--- src/common/pbr_map.svh ---
`ifndef PBR_MAP_SVH
`define PBR_MAP_SVH
`define PBR_ADDR_W 16
`define PBR_DATA_W 16
`define PBR_OFF_PROFILE 16'h0000
`define PBR_OFF_BLINK 16'h0001
`define PBR_OFF_VARIANT 16'h0002
`define PBR_OFF_TIMER 16'h000d
`define PBR_RST_BLINK 16'h0000
`define PBR_RST_TIMER 16'h0000
`define PBR_TIMER_MAX 16'h0005
`define PBR_VARIANT_MAX 16'h000a
`define PBR_UNMAPPED 16'h0000
`endif

--- src/common/pbr_pkg.sv ---
package pbr_pkg;
  typedef enum logic [2:0] {
    PBR_TMR_NONE = 3'h0,
    PBR_TMR_OFF = 3'h1,
    PBR_TMR_SET = 3'h2,
    PBR_TMR_ACTIVE = 3'h3,
    PBR_TMR_RESET = 3'h4,
    PBR_TMR_MANUAL = 3'h5
  } pbr_timer_e;
  typedef struct packed {
    logic wr;
    logic rd;
    logic [15:0] addr;
    logic [15:0] wdata;
  } pbr_req_s;
  typedef struct packed {
    logic valid;
    logic err;
    logic [15:0] rdata;
  } pbr_rsp_s;
endpackage

--- src/pbr_regs.sv ---
`timescale 1ns/1ps
`include "pbr_map.svh"
// Operation
// - Signed 16-bit values are two's complement, -32768 to 32767.
// - Unsigned 16-bit values span 0 to 65535.
// - Enumerations accept only listed codes; other writes are refused.
// - Booleans have two states, zero false and one true; the blink word keeps and reads back the raw 16-bit value written.
// - Any nonzero written boolean value is evaluated as true.
// - A 16-bit flag array holds flags 0 to 15 in one register.
// - Flag n carries weight two to the n on reads and writes.
// - A 32-bit flag array holds 32 flags with the same weighting.
// - Timer command at address 13, read-write, codes 0 to 5.
module pbr_regs (
  // Clock and reset.
  input wire logic clk_i,
  input wire logic sys_rst_i,
  // Register access from the protocol engine.
  input wire pbr_pkg::pbr_req_s req_i,
  output pbr_pkg::pbr_rsp_s rsp_o,
  // Device identity and state.
  input wire logic [15:0] profile_version_i,
  input wire logic [15:0] box_variant_i,
  // Decoded controls.
  output logic blink_active_o,
  output pbr_pkg::pbr_timer_e timer_cmd_o
);
  import pbr_pkg::*;

  // Request strobes and address hits.
  logic rd_req;
  logic wr_req;
  logic both_req;
  logic acc_req;
  logic hit_profile;
  logic hit_blink;
  logic hit_variant;
  logic hit_timer;
  logic hit_any;
  // Stored register state.
  logic [15:0] blink_raw;
  logic blink_active;
  pbr_timer_e timer_cmd;
  // Write decode.
  pbr_timer_e next_timer;
  logic timer_listed;
  logic blink_we;
  logic timer_we;
  // Identity strap path.
  logic [15:0] variant_q1;
  logic [15:0] variant_q2;
  logic [15:0] variant_q3;
  logic [15:0] variant_word;
  logic variant_listed;
  // Read data and refusal.
  logic [15:0] next_rdata;
  logic next_err;
  // Response registers.
  logic rsp_valid;
  logic rsp_err;
  logic [15:0] rsp_rdata;

  // A request with both strobes high is refused and changes nothing.
  always_comb begin
    rd_req = req_i.rd & ~req_i.wr;
    wr_req = req_i.wr & ~req_i.rd;
    both_req = req_i.rd & req_i.wr;
    acc_req = req_i.rd | req_i.wr;
  end

  // Address decode of the four words; a 32-bit flag array would take two
  // consecutive hits here, flags 0 to 15 at the lower address.
  always_comb begin
    hit_profile = 1'b0;
    hit_blink = 1'b0;
    hit_variant = 1'b0;
    hit_timer = 1'b0;
    case (req_i.addr)
      `PBR_OFF_PROFILE: begin
        hit_profile = 1'b1;
      end
      `PBR_OFF_BLINK: begin
        hit_blink = 1'b1;
      end
      `PBR_OFF_VARIANT: begin
        hit_variant = 1'b1;
      end
      `PBR_OFF_TIMER: begin
        hit_timer = 1'b1;
      end
      default: begin
        hit_profile = 1'b0;
      end
    endcase
    hit_any = hit_profile | hit_blink | hit_variant | hit_timer;
  end

  // Only listed timer codes map to a command; any other word is refused.
  always_comb begin
    next_timer = timer_cmd;
    timer_listed = 1'b1;
    case (req_i.wdata)
      16'h0000: begin
        next_timer = PBR_TMR_NONE;
      end
      16'h0001: begin
        next_timer = PBR_TMR_OFF;
      end
      16'h0002: begin
        next_timer = PBR_TMR_SET;
      end
      16'h0003: begin
        next_timer = PBR_TMR_ACTIVE;
      end
      16'h0004: begin
        next_timer = PBR_TMR_RESET;
      end
      16'h0005: begin
        next_timer = PBR_TMR_MANUAL;
      end
      default: begin
        next_timer = timer_cmd;
        timer_listed = 1'b0;
      end
    endcase
  end

  // Write enables for the two writable words.
  always_comb begin
    blink_we = wr_req & hit_blink;
    timer_we = wr_req & hit_timer & timer_listed;
  end

  // The raw boolean word is kept as written and read back unchanged.
  always_ff @(posedge clk_i or posedge sys_rst_i) begin
    if (sys_rst_i) begin
      blink_raw <= `PBR_RST_BLINK;
    end else if (blink_we) begin
      blink_raw <= req_i.wdata;
    end
  end

  // Any nonzero word counts as true; only zero counts as false.
  always_ff @(posedge clk_i or posedge sys_rst_i) begin
    if (sys_rst_i) begin
      blink_active <= 1'b0;
    end else if (blink_we) begin
      blink_active <= (req_i.wdata != 16'h0000);
    end
  end

  assign blink_active_o = blink_active;

  // The timer command keeps its value when an unlisted code is written.
  always_ff @(posedge clk_i or posedge sys_rst_i) begin
    if (sys_rst_i) begin
      timer_cmd <= PBR_TMR_NONE;
    end else if (timer_we) begin
      timer_cmd <= next_timer;
    end
  end

  assign timer_cmd_o = timer_cmd;

  // Two flip-flops bring the identity strap into the clock domain.
  always_ff @(posedge clk_i or posedge sys_rst_i) begin
    if (sys_rst_i) begin
      variant_q1 <= 16'h0000;
      variant_q2 <= 16'h0000;
    end else begin
      variant_q1 <= box_variant_i;
      variant_q2 <= variant_q1;
    end
  end

  // A third stage holds the previous synchronised sample.
  always_ff @(posedge clk_i or posedge sys_rst_i) begin
    if (sys_rst_i) begin
      variant_q3 <= 16'h0000;
    end else begin
      variant_q3 <= variant_q2;
    end
  end

  // The word is taken only when two samples agree, so skew between its
  // bits never shows up as a passing code.
  always_ff @(posedge clk_i or posedge sys_rst_i) begin
    if (sys_rst_i) begin
      variant_word <= 16'h0000;
    end else if (variant_q2 == variant_q3) begin
      variant_word <= variant_q3;
    end
  end

  // Only listed box codes are reported.
  always_comb begin
    variant_listed = (variant_word <= `PBR_VARIANT_MAX);
  end

  // Read data for the addressed word.
  always_comb begin
    next_rdata = `PBR_UNMAPPED;
    if (hit_profile) begin
      next_rdata = profile_version_i;
    end else if (hit_blink) begin
      next_rdata = blink_raw;
    end else if (hit_variant) begin
      if (variant_listed) begin
        next_rdata = variant_word;
      end else begin
        next_rdata = 16'h0000;
      end
    end else if (hit_timer) begin
      next_rdata = {13'h0000, timer_cmd};
    end
  end

  // Writes to read-only words, unlisted codes and unmapped addresses are
  // refused.
  always_comb begin
    next_err = ~hit_any;
    if (both_req) begin
      next_err = 1'b1;
    end else if (hit_profile | hit_variant) begin
      next_err = wr_req;
    end else if (hit_timer) begin
      next_err = wr_req & ~timer_listed;
    end
  end

  // Each access is answered exactly one cycle after it is taken.
  always_ff @(posedge clk_i or posedge sys_rst_i) begin
    if (sys_rst_i) begin
      rsp_valid <= 1'b0;
    end else begin
      rsp_valid <= acc_req;
    end
  end

  always_ff @(posedge clk_i or posedge sys_rst_i) begin
    if (sys_rst_i) begin
      rsp_err <= 1'b0;
    end else begin
      rsp_err <= acc_req & next_err;
    end
  end

  // Words pass as raw 16-bit patterns; signedness is the master's view.
  always_ff @(posedge clk_i or posedge sys_rst_i) begin
    if (sys_rst_i) begin
      rsp_rdata <= 16'h0000;
    end else if (rd_req) begin
      rsp_rdata <= next_rdata;
    end else begin
      rsp_rdata <= 16'h0000;
    end
  end

  always_comb begin
    rsp_o.valid = rsp_valid;
    rsp_o.err = rsp_err;
    rsp_o.rdata = rsp_rdata;
  end
endmodule

--- config.mk ---
export PLATFORM = sky130hd
export DESIGN_NAME = pbr_regs
export DESIGN_NICKNAME = d
export VERILOG_FILES = /design/src/common/pbr_pkg.sv /design/src/pbr_regs.sv
export VERILOG_INCLUDE_DIRS = /design/src /design/src/common
export SDC_FILE = /design/constraint.sdc
export NUM_CORES = 1
export LEC_CHECK = 0
export BUFFER_PORTS_ARGS = -buffer_cell sky130_fd_sc_hd__buf_2
export CAP_MARGIN = 15
export CORE_MARGIN = 1.5
export CORE_UTILIZATION = 48
export DETAILED_ROUTE_END_ITERATION = 8
export PLACE_DENSITY = 0.75
export SLEW_MARGIN = 30
export SYNTH_ARGS = -nofsm -noshare
export SYNTH_HDL_FRONTEND = slang
export SYNTH_SLANG_ARGS = --single-unit
--- constraint.sdc ---
create_clock -name clk_i -period 2.9 [get_ports clk_i]
set_input_delay 0.145 -clock clk_i [delete_from_list [all_inputs] [get_ports clk_i]]
set_output_delay 0.145 -clock clk_i [all_outputs]
set_load 0.02 [all_outputs]
Yosys cells after proc, flatten, opt, wreduce, memory -nomap -nowiden
Cells that the tools add are included.
W data, S select, Z words.
{ "totals": {"register_bits": 102, "latchBits": 0, "ramBits": 0, "rom_bits": 0, "in_bits": 68, "out_inout_bits": 22, "n_memories": 0} }
{ "op_classes": {"addsub": 0, "n_mul": 0, "n_div": 0, "n_lt_le_gt_ge": 1, "n_eq_ne": 9, "n_shift": 0, "n_mux": 15, "bitwise": 17, "reduce_logical": 6} }
{ "op_table": {"columns": ["operator", "count"], "rows": [
  ["$mux W16", 5],
  ["$eq A16 B2 Y1 const B", 3],
  ["$eq A16 B1 Y1 const B", 2],
  ["$eq A16 B3 Y1 const B", 2],
  ["$logic_not A16 Y1", 2],
  ["$pmux W3 S6", 1],
  ["$eq A16 B16 Y1", 1],
  ["$eq A16 B4 Y1 const B", 1],
  ["$le A16 B4 Y1 const B", 1],
  ["$reduce_bool A16 Y1", 1],
  ["$and A1 B1 Y1", 8],
  ["$mux W1", 8],
  ["$reduce_bool A6 Y1", 1],
  ["$reduce_or A6 Y1", 1],
  ["$or A1 B1 Y1", 5],
  ["$not A1 Y1", 4],
  ["$mux W3", 1],
  ["$reduce_and A2 Y1", 1]
]} }

Logic depth before layout (Yosys ltp)
{ "logic_depth": {"ltp_word": 10, "ltp_mapped": 5, "ltp_nobuf": 4} }

Worst setup path before layout
OpenSTA, ideal clock, no wires.
{ "synth_path": {"path_kind": "reg2reg", "start": "register variant_q3[5]", "end": "register variant_word[10]", "setup_ns": 0.125, "arrival_ns": 1.579, "required_ns": 2.775, "slack_ns": 1.196, "stages_incl_launch_ff": 6, "n_path_buf": 1, "synth_period_minus_slack_ns": 1.704, "cell_sequence": "dfrtp_1 -> xor2_1 -> nor4_1 -> nand4_1 -> buf_2 -> mux2_2"} }
{ "synth_via": {"elab_chain_len": 1} }
{ "synth_rtl": {"columns": ["element", "line", "rtl"], "rows": [
  ["start: declaration", "pbr_regs.sv:51", "logic [15:0] variant_q3;"],
  ["start signal: assignment", "pbr_regs.sv:180", "variant_q3 <= variant_q2;"],
  ["$eq A16 B16 Y1", "pbr_regs.sv:189", "end else if (variant_q2 == variant_q3) begin"],
  ["end signal: assignment", "pbr_regs.sv:190", "variant_word <= variant_q3;"],
  ["end: declaration", "pbr_regs.sv:52", "logic [15:0] variant_word;"]
]} }
Every way passes these cells.
A chain may end at the register's enable or synchronous reset.

Worst setup path after layout
{ "layout_path": {"start": "register variant_q3[5]", "end": "register variant_word[8]"} }
Same word-level chain as after synthesis.

==> results.yml <==
clock_tree:
  clkSinkCount: 102
  cts_tree: "yes"
  numCtsBuffers: 9
  post_cts_resized: 0
  path_clk_slew_ns: 0.10
  clock-root-buffer: "clkbuf_8"
  htree_levels: 3
  cts_buffer_depth: 2
  clk_latency_ns: 0.37
routing:
  first_iter_violations: 54
  via_per_inst: 5.071
  vias: 2419
  firstDrtPassIters: 4
  wire_per_inst_um: 14.04
  drcViolationCount: 0
  drt.antenna.violating_nets: 0
  routed_wl_um: 6695
floorplan:
  io_pins: 90
  rows: 32
  die-width_um: 92.14
  die_area_um2: 8489
  coreArea_um2: 7727
  initial_core_util: 0.4935
  fp.dieH_um: 92.14
sta:
  fin_skew_ns: 0.01038
  rsz0062_at_grt: "false"
  slew_headroom: 0.5297
  fin_crit_sh: 0.6212
  max_freq_mhz: 555.1
  final-setup-viol-count: 0
  hold_viol_final: 0
  setup_ws_ns: 1.098
  finalMaxSlewViolations: 0
  finalSetupTns_ns: 0
  min_period_ns: 1.802
  tightest_slew_ns: 0.7054
pwr:
  leakage_nw: 2.377
  total_power_w: 0.002467
  max-vdd-ir-drop_mv: 0.4143
  power_density_nw_per_um2: 518.8
final_layout:
  syn2layout_area_growth_pct: 24.67
  mostFrequentLayoutCells: "dfrtp_1, buf_2, mux2_2"
  fin_nets: 438
  layout_commonest_cell: "dfrtp_1"
  drive_gt1_frac: 0.4027
  diodes: 0
run_status:
  status: "finished, final reports clean"
synthesis:
  syn-num-nets: 324
  ys_seq_area_frac: 0.6693
  ys_async_sr_fraction: 1.000
  synth_area_leaders: "dfrtp_1, mux2_2, mux2_4"
  yosys.area.top_type_share: 0.6693
  ys_types: 38
  synthCells: 256
  synth_edf_count: 0
  synth_top_area_cell: "dfrtp_1"
  ys_seq_elements: 102
  avgSynthCellArea_um2: 14.90
  yosys_warnings: 0
  synth_area_um2: 3814
  synthFlopType: "dfrtp_1"
critical_path:
  reg2reg_slack_ns: 1.10
  crit_path_start_kind: "flop"
  cp.arrival_ns: 2.06
  cp_max_fo: 16
  r2r-start: "variant_q3[5]"
  crit_path_end_kind: "flop"
  worstSetupPathType: "reg2reg"
  rr_worst_depth: 5
  r2r-end: "variant_word[8]"
  required_ns: 3.16
placed_design:
  hpwlAfterDp_um: 4797
  io_buffers: 89
  place_ws_ns: 0.9327
  gp_congestion: 0.7562
global_route:
  grt_util_all_layers: 0.1745
  globalRouteMet3Util: 0.05970
  grt_util_met1: 0.2027
  gr-total-overflow: 0
  grt_pass1_vias: 2501
  grt_pass1_wl_um: 11330
  grt.busiest_layer: "met2"
  antenna_found_initial: 0
  grt_max_degree: 59
  gr-usage-met2: 0.3006
hold_path:
  hp-class: "in2reg"
  hold-path-endpoint: "rsp_rdata[12]"
  whs_path_depth: 3
  hp-start: "profile_version_i[12]"
job:
  drv_cap: 0
==> cell families (layout without fill, tap and decap cells) <==
| kind of cell | after synthesis | in the layout | share of synthesized area |
|---|---|---|---|
| xor gates and xnor gates | 16 | 16 | 0.03674 |
| and+or+nand+nor | 64 | 64 | 0.1037 |
| DFF | 102 | 102 | 0.6693 |
| buffers and inverters | 13 | 132 | 0.01738 |
| AOI/OAI and AO/OA | 15 | 15 | 0.03117 |
| muxes | 46 | 46 | 0.1417 |
==> sequential cells by signal, indices dropped and copies added, names as in the netlist <==
register / flops
blink_active_o: 1
blink_raw: 16
rsp_err: 1
rsp_rdata: 16
rsp_valid: 1
timer_cmd_o: 3
variant_q1: 16
variant_q2: 16
variant_q3: 16
variant_word: 16
==> metal layers <==
metal	vias up	part of all wire	routed length, um
met4	0	0.012	83
met1	1183	0.42	2813
met3	10	0.058	389
li1	1144	-	-
met5	-	0	0
met2	82	0.51	3409
==> timing repair <==
action / in CTS / in global routing
hold buffers: 19 / 0
buffers inserted: 0 / 0
endpoints found under the hold margin: 75 / 0
==> where the power goes <==
group          internal, W  switching (W)
clock             0.000332       0.000501
sequential         0.00146      0.0000189
combinational    0.0000779      0.0000797
total              0.00187       0.000600
==> Yosys cell counts, types with 3 or more instances <==
library cell and instances:
inv_1 6, o221a_2 3, xor2_1 16, nor2b_1 4, mux2i_1 12, o22ai_1 3
nor3_1 7, mux2_4 10, nor4_1 8, nor2_1 16, nand4_1 9, nor4_2 3
nor4b_1 3, mux2_2 24, dfrtp_1 102
==> final cells by class <==
cell class              instances  area (um^2)
flip-flops and latches        102         2552
well taps                     102        127.6
clock inverters                 7        67.56
fillers                       603         2973
inverters                       6        25.02
repair buffers                110        663.1
multi-input cells             141         1195
clock buffers                   9        123.9
==> how the worst max path moves through the flow <==
stage                          from         endpoint  slack (ns)  cells past startpoint
floorplan                 sys_rst_i   blink_active_o        0.08                      1
global placement          req_i[25]     blink_raw[6]        1.01                      5
detailed placement        req_i[21]     blink_raw[8]        0.93                      5
CTS                   variant_q3[5]  variant_word[8]        1.10                      5
global route        variant_word[5]     rsp_rdata[3]        1.04                      4
finish                variant_q3[5]  variant_word[8]        1.10                      5
==> per-stage QoR <==
stage,instance area [um^2],hold slack [ns],util,instances
6_report,4755,0.02253,0.6153,477
5_1_grt,4755,0.005488,0.6153,477
4_1_cts,4755,0.005619,0.6153,477
3_5_place_dp,4373,0.2543,0.5659,442
3_3_place_gp,4373,0.2523,0.5659,442
2_1_floorplan,3814,0.1764,-,256
==> critical path, stage by stage, from the launching register on <==
cell	delay [ns]
dfrtp_1	0.40
xor2_1	0.16
nor4_1	0.45
nand4_1	0.15
buf_4	0.23
mux2_2	0.29
Power figures use the tool's default switching activity.
